File: src/hw/wakeup_measure_regs.svh
`ifndef WAKEUP_MEASURE_REGS_SVH
`define WAKEUP_MEASURE_REGS_SVH

// register indices, byte address is four times the index
`define IDX_PHASE_CFG     10'h036
`define IDX_PHASE_BASE    10'h037
`define IDX_PHASE_AVG     10'h038
`define IDX_PHASE_RESULT  10'h039
`define IDX_CAP_CFG       10'h03a
`define IDX_CAP_BASE      10'h03b
`define IDX_CAP_AVG       10'h03c
`define IDX_CAP_RESULT    10'h03d
`define IDX_CHIP_ID       10'h03f
`define IDX_IRQ_STATUS    10'h040
`define IDX_IRQ_CLEAR     10'h041
`define IDX_IRQ_ENABLE    10'h042
`define IDX_COMMAND       10'h043

// configuration field positions
`define CFG_THR_HI        7
`define CFG_THR_LO        4
`define CFG_INCL_BIT      3
`define CFG_WSEL_HI       2
`define CFG_WSEL_LO       1
`define CFG_BASE_SEL_BIT  0

// event bits of status, clear and enable
`define EVT_PHASE_BIT     0
`define EVT_CAP_BIT       1

// command bits
`define CMD_SET_DEFAULT_BIT 0

// reset values
`define CFG_RST           8'h00
`define VIEW_RST          8'h00
`define EVT_RST           2'h0

// smallest averaging weight is 1/4, a shift of two
`define WEIGHT_SHIFT_BASE 4'h2

`endif

File: src/hw/wakeup_measure_pkg.sv
package wakeup_measure_pkg;

	// one configuration byte, same layout for phase and capacitance
	typedef struct packed {
		logic [3:0] delta_threshold;     // trigger distance
		logic       avg_include_trigger; // keep triggering result in average
		logic [1:0] avg_weight_sel;      // 4, 8, 16, 32
		logic       use_average_as_base; // compare against average
	} meas_cfg_t;

	// a result handed over by a measurement engine
	typedef struct packed {
		logic       valid;
		logic [7:0] value;
	} meas_t;

	// registers of one measurement channel
	typedef struct packed {
		meas_cfg_t  cfg;
		logic [7:0] base_value;
		logic [7:0] average_value;
		logic [7:0] result_value;
	} channel_t;

	// the whole state of the bank
	typedef struct packed {
		channel_t    phase;
		channel_t    cap;
		logic [1:0]  status;
		logic [1:0]  enable;
		logic [31:0] rdata;
		logic        slverr;
	} state_t;

endpackage

File: src/hw/wakeup_measure_regs.sv
// The APB interface to the registers was decided locally.
`timescale 1ns/1ps
// What this block does
// - config bits 7:4 hold trigger threshold
// - config bit 3 includes triggering result in average
// - weight code 00..11 gives 4, 8, 16, 32
// - config bit 0 selects average as base
// - base registers read-write, cleared by default
// - capacitance config read-write, cleared by default
// - average views read-only, cleared by default
// - result views read-only, cleared by default
// - views ignore writes, zero until measured
// - identity: type bits 7:3, revision 2:0
// - phase config shares the capacitance layout
`include "wakeup_measure_regs.svh"

module wakeup_measure_regs
	import wakeup_measure_pkg::*;
#(
	parameter logic [4:0] CHIP_TYPE = 5'h1e, // arbitrary value
	parameter logic [2:0] SILICON_REV = 3'h7 // arbitrary value
) (
	input  wire logic        pclk,
	input  wire logic        presetn,
	input  wire logic        psel,
	input  wire logic        penable,
	input  wire logic        pwrite,
	input  wire logic [11:0] paddr,
	input  wire logic [31:0] pwdata,
	input  wire logic [3:0]  pstrb,
	output logic      [31:0] prdata,
	output logic             pready,
	output logic             pslverr,
	input  wire meas_t       phase_meas,
	input  wire meas_t       cap_meas,
	output logic             irq
);

	state_t st_reg;  // all state
	state_t st_next; // its next value

	// distance between two unsigned bytes
	function automatic logic [7:0] abs_diff(input logic [7:0] a, input logic [7:0] b);
		if (a > b) begin
			abs_diff = a - b;
		end else begin
			abs_diff = b - a;
		end
	endfunction

	// reference the new result is compared against
	function automatic logic [7:0] base_of(input channel_t c);
		if (c.cfg.use_average_as_base) begin
			base_of = c.average_value;
		end else begin
			base_of = c.base_value;
		end
	endfunction

	// does a result trip the wake-up threshold
	function automatic logic trips(input channel_t c, input logic [7:0] v);
		trips = abs_diff(v, base_of(c)) > {4'h0, c.cfg.delta_threshold};
	endfunction

	// one averaging step; the arithmetic shift never overshoots the result
	function automatic logic [7:0] avg_step(input logic [7:0] avg, input logic [7:0] v,
		input logic [1:0] wsel);
		logic signed [9:0] d;
		logic signed [9:0] s;
		logic [3:0]        sh;
		d = $signed({2'b00, v}) - $signed({2'b00, avg});
		sh = `WEIGHT_SHIFT_BASE + {2'b00, wsel};
		s = d >>> sh;
		avg_step = 8'(10'($signed({2'b00, avg}) + s));
	endfunction

	// next state of a channel after a measurement
	function automatic channel_t chan_update(input channel_t c, input meas_t m);
		channel_t r;
		logic     t;
		r = c;
		t = trips(c, m.value);
		if (m.valid) begin
			r.result_value = m.value;
			// a tripping result may be kept out of the average
			if (!t || c.cfg.avg_include_trigger) begin
				r.average_value = avg_step(c.average_value, m.value, c.cfg.avg_weight_sel);
			end
		end
		chan_update = r;
	endfunction

	// default contents of a channel
	function automatic channel_t chan_default();
		channel_t r;
		r.cfg = meas_cfg_t'(`CFG_RST);
		r.base_value = `VIEW_RST;
		r.average_value = `VIEW_RST;
		r.result_value = `VIEW_RST;
		chan_default = r;
	endfunction

	logic [9:0] idx;       // word index of the access
	logic       setup;     // first cycle of a transfer
	logic       wr;        // write takes effect now
	logic [1:0] evt;       // events of this cycle
	logic [1:0] clr;       // software clear of this cycle
	logic       set_dflt;  // set-default command

	assign idx = paddr[11:2];
	assign setup = psel && !penable;
	// lane 0 carries every register; other lanes are ignored
	assign wr = psel && penable && pwrite && pstrb[0];
	assign evt[`EVT_PHASE_BIT] = phase_meas.valid && trips(st_reg.phase, phase_meas.value);
	assign evt[`EVT_CAP_BIT] = cap_meas.valid && trips(st_reg.cap, cap_meas.value);
	assign clr = (wr && idx == `IDX_IRQ_CLEAR) ? pwdata[1:0] : 2'h0;
	assign set_dflt = wr && idx == `IDX_COMMAND && pwdata[`CMD_SET_DEFAULT_BIT];

	// read data is fetched in setup, so the access needs no wait state
	assign pready = 1'b1;
	assign prdata = st_reg.rdata;
	assign pslverr = st_reg.slverr;
	// level output, follows the enabled sticky bits
	assign irq = |(st_reg.status & st_reg.enable);

	// next-state logic
	always_comb begin
		st_next = st_reg;
		// measurements first
		st_next.phase = chan_update(st_reg.phase, phase_meas);
		st_next.cap = chan_update(st_reg.cap, cap_meas);
		// sticky events: a set in the clear cycle wins
		st_next.status = (st_reg.status & ~clr) | evt;
		// read fetch and error in setup
		if (setup) begin
			st_next.rdata = 32'h0;
			st_next.slverr = 1'b0;
			if (idx == `IDX_PHASE_CFG) begin
				st_next.rdata[7:0] = st_reg.phase.cfg;
			end else if (idx == `IDX_PHASE_BASE) begin
				st_next.rdata[7:0] = st_reg.phase.base_value;
			end else if (idx == `IDX_PHASE_AVG) begin
				st_next.rdata[7:0] = st_reg.phase.average_value;
			end else if (idx == `IDX_PHASE_RESULT) begin
				st_next.rdata[7:0] = st_reg.phase.result_value;
			end else if (idx == `IDX_CAP_CFG) begin
				st_next.rdata[7:0] = st_reg.cap.cfg;
			end else if (idx == `IDX_CAP_BASE) begin
				st_next.rdata[7:0] = st_reg.cap.base_value;
			end else if (idx == `IDX_CAP_AVG) begin
				st_next.rdata[7:0] = st_reg.cap.average_value;
			end else if (idx == `IDX_CAP_RESULT) begin
				st_next.rdata[7:0] = st_reg.cap.result_value;
			end else if (idx == `IDX_CHIP_ID) begin
				st_next.rdata[7:0] = {CHIP_TYPE, SILICON_REV};
			end else if (idx == `IDX_IRQ_STATUS) begin
				st_next.rdata[1:0] = st_reg.status;
			end else if (idx == `IDX_IRQ_ENABLE) begin
				st_next.rdata[1:0] = st_reg.enable;
			end else if (idx == `IDX_IRQ_CLEAR || idx == `IDX_COMMAND) begin
				// write-only, reads as zero
				st_next.rdata = 32'h0;
			end else begin
				// unmapped word
				st_next.slverr = 1'b1;
			end
		end
		// software writes; views and identity are not listed, so ignored
		if (wr) begin
			if (idx == `IDX_PHASE_CFG) begin
				st_next.phase.cfg = meas_cfg_t'(pwdata[7:0]);
			end else if (idx == `IDX_PHASE_BASE) begin
				st_next.phase.base_value = pwdata[7:0];
			end else if (idx == `IDX_CAP_CFG) begin
				st_next.cap.cfg = meas_cfg_t'(pwdata[7:0]);
			end else if (idx == `IDX_CAP_BASE) begin
				st_next.cap.base_value = pwdata[7:0];
			end else if (idx == `IDX_IRQ_ENABLE) begin
				st_next.enable = pwdata[1:0];
			end
		end
		// set-default beats a measurement of the same cycle
		if (set_dflt) begin
			st_next.phase = chan_default();
			st_next.cap = chan_default();
		end
	end

	// state register
	always_ff @(posedge pclk or negedge presetn) begin
		if (!presetn) begin
			st_reg <= '0; // every field resets to zero
		end else begin
			st_reg <= st_next;
		end
	end

	// base register holds what software wrote
	property p_base_write;
		@(posedge pclk) disable iff (!presetn)
		(wr && idx == `IDX_CAP_BASE && !set_dflt) |=> (st_reg.cap.base_value == $past(pwdata[7:0]));
	endproperty
	a_base_write: assert property (p_base_write) else $error("base write lost");

	// a view is not changed by a software write
	property p_view_ro;
		@(posedge pclk) disable iff (!presetn)
		(wr && idx == `IDX_CAP_RESULT && !cap_meas.valid && !set_dflt) |=> $stable(st_reg.cap);
	endproperty
	a_view_ro: assert property (p_view_ro) else $error("view changed by write");

	// identity read shows type and revision
	property p_identity;
		@(posedge pclk) disable iff (!presetn)
		(setup && idx == `IDX_CHIP_ID) ##1 (psel && penable)
			|-> (prdata == {24'h0, CHIP_TYPE, SILICON_REV}) && !pslverr;
	endproperty
	a_identity: assert property (p_identity) else $error("identity wrong");

	// a tripping capacitance result raises its sticky bit
	property p_cap_event;
		@(posedge pclk) disable iff (!presetn)
		(cap_meas.valid && abs_diff(cap_meas.value, base_of(st_reg.cap))
			> {4'h0, st_reg.cap.cfg.delta_threshold}) |=> st_reg.status[`EVT_CAP_BIT];
	endproperty
	a_cap_event: assert property (p_cap_event) else $error("cap event missed");

	// a result within the threshold raises nothing
	property p_no_event;
		@(posedge pclk) disable iff (!presetn)
		(!st_reg.status[`EVT_CAP_BIT] && !(cap_meas.valid && abs_diff(cap_meas.value,
			base_of(st_reg.cap)) > {4'h0, st_reg.cap.cfg.delta_threshold}))
			|=> !st_reg.status[`EVT_CAP_BIT];
	endproperty
	a_no_event: assert property (p_no_event) else $error("spurious cap event");

	// excluded tripping result leaves the average alone
	property p_exclude;
		@(posedge pclk) disable iff (!presetn)
		(cap_meas.valid && !st_reg.cap.cfg.avg_include_trigger && !set_dflt
			&& trips(st_reg.cap, cap_meas.value)) |=> $stable(st_reg.cap.average_value);
	endproperty
	a_exclude: assert property (p_exclude) else $error("excluded result averaged");

	// weight 32 from zero toward 0x40 gives 2
	property p_weight32;
		@(posedge pclk) disable iff (!presetn)
		(cap_meas.valid && cap_meas.value == 8'h40 && st_reg.cap.average_value == 8'h00
			&& st_reg.cap.cfg.avg_weight_sel == 2'h3 && st_reg.cap.cfg.avg_include_trigger
			&& !set_dflt) |=> (st_reg.cap.average_value == 8'h02);
	endproperty
	a_weight32: assert property (p_weight32) else $error("weight 32 wrong");

	// set-default clears every register of both channels
	property p_default;
		@(posedge pclk) disable iff (!presetn)
		set_dflt |=> (st_reg.cap == '0) && (st_reg.phase == '0);
	endproperty
	a_default: assert property (p_default) else $error("set default incomplete");

	// the result view follows the measurement
	property p_result;
		@(posedge pclk) disable iff (!presetn)
		(phase_meas.valid && !set_dflt) |=> (st_reg.phase.result_value == $past(phase_meas.value));
	endproperty
	a_result: assert property (p_result) else $error("result view stale");

	// interrupt drops after both enable bits are written zero
	property p_irq;
		@(posedge pclk) disable iff (!presetn)
		(wr && idx == `IDX_IRQ_ENABLE && pwdata[1:0] == 2'h0) |=> !irq;
	endproperty
	a_irq: assert property (p_irq) else $error("irq while disabled");

endmodule

File: config.mk
export PLATFORM = sky130hd
export DESIGN_NAME = wakeup_measure_regs
export DESIGN_NICKNAME = d
export VERILOG_FILES = /design/src/hw/wakeup_measure_pkg.sv /design/src/hw/wakeup_measure_regs.sv
export VERILOG_INCLUDE_DIRS = /design/src /design/src/hw
export SDC_FILE = /design/constraint.sdc
export NUM_CORES = 1
export LEC_CHECK = 0
export ABC_AREA = 1
export BUFFER_PORTS_ARGS = -buffer_cell sky130_fd_sc_hd__buf_2
export CORE_AREA = 3 3 134 136
export CTS_CLUSTER_SIZE = 8
export DETAILED_ROUTE_END_ITERATION = 8
export DIE_AREA = 0 0 137 139
export PLACE_DENSITY_LB_ADDON = 0.05
export REMOVE_ABC_BUFFERS = 1
export SLEW_MARGIN = 20
export SYNTH_ARGS = -nofsm -noshare
export SYNTH_HDL_FRONTEND = slang
export SYNTH_SLANG_ARGS = --single-unit
File: constraint.sdc
create_clock -name pclk -period 4.7 [get_ports pclk]
set_input_delay 0.47 -clock pclk [delete_from_list [all_inputs] [get_ports pclk]]
set_output_delay 0.47 -clock pclk [all_outputs]
set_load 0.03 [all_outputs]
Word level (Yosys, flattened, before mapping)
Cells that the tools add are included.

word-level totals
  bits of input ports = 71
  bits in registers = 77

operators by class
  muxes and demuxes = 43
  equal/unequal tests = 16
  add/subtract/negate cells = 10
  reduce and logical (&&, ||, !) cells = 32
  bitwise logic cells = 8
  shift-type cells = 2
  order comparisons = 4

operators by type and width
  kind                 count
  $mux 8               21
  $mux 16              6
  $eq 10x6->1 const B  9
  $mux 64              1
  $eq 10x7->1 const B  4
  $sub 8x8->8          4
  $reduce_bool 2->1    9
  $sshr 9x3->8         2
  $sub 8x8->9          2
  $add 8x8->8          2
  $gt 8x4->1           2
  $gt 8x8->1           2
  $mux 1               12
  $logic_and 1x1->1    9
  $add 2x2->3 const A  2
  $mux 2               3
  $ne 2x2->1 const B   3
  $reduce_and 2->1     3
  $reduce_and 6->1     1
  $reduce_and 5->1     1
  $and 2x2->2          2
  $not 1->1            4
  $reduce_and 4->1     1
  $logic_not 1->1      3
  other kinds (5)      7

Logic depth before layout (Yosys ltp)
  word-level depth = 14
  gate-level depth with buffers = 28

Least setup slack after synthesis
OpenSTA, ideal clock, no wires.

  path type = reg2reg
  start = reg st_reg[93] (netlist name)
  end = reg st_reg[77] (netlist name)
  setup slack = 1.136 ns
  arrival = 3.447 ns
  stages on the path, launching flop included = 27
  library setup time = 0.117 ns
  clock period less this slack = 3.564 ns
  path buffers = 2
  path through = dfrtp_1 > clkbuf_1 > clkbuf_1 > nand2_1 > o21ai_0 > inv_1 > ha_1 > inv_1 > fa_1 > nand3_1 > nand3_1 > nand2_1 > nand2_2 > nand2_4 > mux2i_1 > xor2_1 > inv_1 > ha_1 > a21oi_1 > o21ai_0 > o21a_1 > nor2_2 > nand4_2 > nand2_4 > nand2_4 > nand2_1 > nand2_1

on the way
  word-level cells in the longest chain between the ends = 8
  elaborated cells on any way between the ends = 10
  those cells by class = add/sub: 2; order compare: 2; mux: 2; reduce/logical: 4

RTL lines
  what                                 RTL line                    text
  from (decl)                          wakeup_measure_regs.sv:39   state_t st_reg;
  from (signal assigned)               wakeup_measure_regs.sv:194  st_reg <= st_next;
  $mux 8 *                             wakeup_measure_regs.sv:53   if (c.cfg.use_average_as_base) begin
  $sub 8x8->8 (tied with other cells)  wakeup_measure_regs.sv:47   abs_diff = b - a;
  $mux 8 *                             wakeup_measure_regs.sv:44   if (a > b) begin
  $gt 8x4->1 *                         wakeup_measure_regs.sv:62   trips = abs_diff(v, base_of(c)) > {4'h0, c.cfg.delta_threshold};
  $logic_not 1->1 *                    wakeup_measure_regs.sv:86   if (!t || c.cfg.avg_include_trigger) begin
  $logic_or 1x1->1 *                   wakeup_measure_regs.sv:86
  $reduce_bool 2->1 (no line) *        n/a
  $reduce_and 2->1 (no line) *         n/a

Every way passes the cells marked *; elsewhere a longest branch is shown, timed or not.
A chain may end at the register's enable or synchronous reset.

Worst setup path in the final report
  start = reg st_reg[93] (netlist name)
  end = reg st_reg[82] (netlist name)

The elaborated chain is that of the path after synthesis.

==> results.txt <==
Summing every instance area after synthesis gives 7730 um2. Among all flip-flop cells after synthesis, the most frequent one is sky130_fd_sc_hd__dfrtp_1. The overall routing resource usage came out at between 20% and 30%. The repair_antennas step left the layout with diodes totalling 0. The share of the yosys chip area belonging to registers is 24.9%. Clock latency on the worst-skew pair, taken at its later pin, is ~0.34 ns. The flow ran to the end, and the final reports show no timing, DRC or antenna violations. In this run the clock root is driven by a sky130_fd_sc_hd__clkbuf_16. In this run the tool buffered the top-level ports with 51 buffer cells. The clock tree from TritonCTS is built. The total of hold buffers inserted after clock tree synthesis came out at 0.

STA puts the critical path data arrival time at 4.26 ns. By startpoint and endpoint, the worst setup path is classified as flop to flop. The Yosys warning count is 0.

Once the clock tree was built, the setup fixing pass inserted 0 buffers. The horizontal extent of the die is around 140 um. The post-detailed-route count of antenna-violating nets came out at 0. In the synthesized netlist, the cells that appear most often are 340 x sky130_fd_sc_hd__nand2_1, 204 x sky130_fd_sc_hd__inv_1, 90 x sky130_fd_sc_hd__nand3_1.

Between clock sinks in the finished design, the worst skew comes to ~0.0042 ns. Yosys instantiated no cell more often than sky130_fd_sc_hd__nand2_1. Walking the worst path, the cells encountered are o21ai_0 -> inv_1 -> ha_1 -> inv_1 -> fa_1 -> nand3_1 -> nand3_1 -> nand2_1 -> nand2_2 -> nand2_4 -> mux2i_1 -> xor2_1 -> inv_1 -> ha_1 -> a21oi_1 -> o21ai_0 -> o21a_1 -> nor2_2 -> nand4_2 -> nand2_4 -> nand2_4 -> nand2_1 -> nand2_1.

The worst-case IR drop observed on VDD is 0.349 mV. The number of antenna violations at the first check in global routing came to 1. The final hold violation count came out at 0. The maximum fanout count along the critical path came out at 18. The placeable core area is about 17,000 um2.

Entering global routing, the biggest net connects 78 pins. The estimated wirelength of the detail-placed design came out at around 17 mm. The peak per-stage delay on the critical path came out at a little under 0.7 ns. The final-stage net count is ~1,400. The detail-routed net length per standard cell came out at roughly 15 um. In this run the static leakage power is between 4 and 5 nW. The share of final-layout standard cells stronger than drive strength 1 came out at 9.62%. Setup violations remaining at the end of the flow were counted as 0. The final worst-path cycle share is between 80% and 90%. The count of routing violations after the opening detailed-route iteration came out at ~460. The clock-pin slew on the worst setup and hold paths is 0.06 ns. After detailed routing, the total wire length is approximately 22 mm. The number of enable flip-flop cells after synthesis is 0. The tightest min-delay check is of the primary input to asynchronous set/reset pin type. At the worst endpoint, the required time is around 4.9 ns.

The post-cts resize count came out at 0. The H-tree depth came out at 3. The family with the most delay on the worst path is simple AND/OR/NAND/NOR gates. Summed over its instances, the top area cell type makes up roughly a quarter of the synthesized netlist area.

The total clock sinks came out at 77. The fraction of met3 tracks used by global routing is ~2.9%. Counting every instance in the synthesized netlist gives around 1,200. The layout-stage area growth over the synthesis result came out at 7.77%. The height of the chip came out at about 140 um. The number of global-route vias before repair came to around 6,700. sky130_fd_sc_hd__dfrtp_1 takes more of the synthesized area than any other cell. The total overflow left after global routing is 0. The worst relative slew slack is between 30 and 40%.

The met2 demand-to-capacity share in global routing is around 36%. The flip-flop count of the largest register after layout is 68. The final critical-path required period came out at 4.03 ns. In this run the register-to-register setup slack is 0.67 ns.

The clock passes through at most 2 buffers. The global-route wire length before repair is roughly 35 mm. The worst-margin pin slew came out at roughly 1.0 ns. For this design the top-level I/O count stands at about 110. The first detailed-routing pass ran for 5 iterations.

The number of pins exceeding their max-slew limit in the final report is 0. The met1 capacity usage during global routing is between 30% and 40%. For this design the ratio of total power to cell area is 494 nW/um2. The total die area is 19,000 um2. The async set or reset register ratio after synthesis came out at 100%. After global routing, the most crowded layer is met2. The total of max-cap violations came out at 0. The number of unique standard cell types used by synthesis came out at between 40 and 50. Setup repair after global routing left no endpoint under its margin.

The row count is 48. STA classifies the critical path startpoint as a flop. In this run, CTS created clock tree buffers numbering 9.

The number of buffer and inverter stages on the critical path came out at 3. Using the TritonRoute via totals, the vias-per-cell ratio works out to between 5 and 6. The worst hold slack after final layout is between 0.1 and 0.15 ns. The maximum operating frequency is between 200 and 250 MHz. The mean instance size in the synthesized netlist is between 6 and 7 um2. The final weighted congestion in routability-driven placement came out at about 0.93. The worst setup path is captured at a flop. The starting density of the core came out at 45.3%.

The highest-delay cell along the critical path is sky130_fd_sc_hd__dfrtp_1. Yosys attributes the largest share of cell area to sky130_fd_sc_hd__dfrtp_1 25%, sky130_fd_sc_hd__nand2_1 17%, sky130_fd_sc_hd__ha_1 11%. The number of storage elements in the synthesis netlist is 77. Across all layers, the routed design uses 7,261 vias.

The count of unresolved DRC violations after routing came out at 0. The summed negative setup slack over all endpoints is 0 ns.
## layout make-up
type                       count  area [um2]
tap                          225         282
sequential                    77        1930
multi-input combinational    856        4730
timing repair buffer          55         292
clock inverter                 6        61.3
inverter                     212         798
fill                        1817        8730
clock buffer                  10         239
## stage by stage
stage                     area [um2]  utilization, %  power, mW  cells  worst slack [ns]
after floorplan                 7460               -       2.84   1145              1.28
after global placement          8030            47.1       3.39   1425             0.691
after detailed placement        8030            47.1       3.40   1425             0.670
after CTS                       8330            48.8       4.13   1441             0.666
after global routing            8330            48.8       4.59   1441             0.292
final                           8330            48.8       4.11   1441             0.667
## worst register-to-register path: cells and delay by family (launching register included)
family | cells | cell delay, ns
AND/OR/NAND/NOR | 11 | 1.19
adder cells (fa/ha/maj) | 3 | 0.87
flip-flops | 1 | 0.69
AO/OA/AOI/OAI | 4 | 0.55
buffers and inverters | 3 | 0.22
multiplexers | 1 | 0.22
XOR/XNOR | 1 | 0.18
## placed cells by master, fill, tap and decap left out, drive strengths merged, types with 8 or more instances in the layout
master  instances
a21oi          48
a221oi          8
a31oi          12
buf            55
clkbuf         10
conb           25
dfrtp          77
ha             66
inv           211
nand2         351
nand3          93
nand3b         12
nand4          22
nor2           62
o21ai          78
o22ai          23
or2            10
xor2           10
## power by group
group | leakage (nW) | switching (mW) | internal, mW | total, mW
sequential | 0.918 | 0.105 | 0.754 | 0.859
clock | 0.149 | 0.290 | 0.425 | 0.715
combinational | 3.68 | 1.55 | 0.987 | 2.54
## metal layers
| metal | share of wire, % | wire (um) |
|---|---|---|
| met1 | 50 | 10800 |
| met2 | 45 | 9750 |
| met3 | 4.3 | 943 |
| met4 | 0.82 | 177 |
| met5 | 0 | 0 |
## worst paths after layout
check	from	to	depth (start not counted)
min in group pclk	cap_meas[8]	st_reg[36]	3
max in group asynchronous	presetn	st_reg[50]	1
worst max register to register	st_reg[93]	st_reg[82]	23
worst min register to register	st_reg[49]	st_reg[49]	2
worst min-delay path	presetn	st_reg[36]	1
worst max-delay path	st_reg[93]	st_reg[82]	23
## cell families after synthesis
logic type	count (synthesis)	synth area share [%]
buf+inv	266	15.0
flops	77	24.9
other cells	2	0.0972
xor+xnor	17	1.93
mux	3	0.388
fa+ha+maj	72	12.2
simple gates	555	31.9
compound gates	184	13.5
Power figures use the tool's default switching activity.
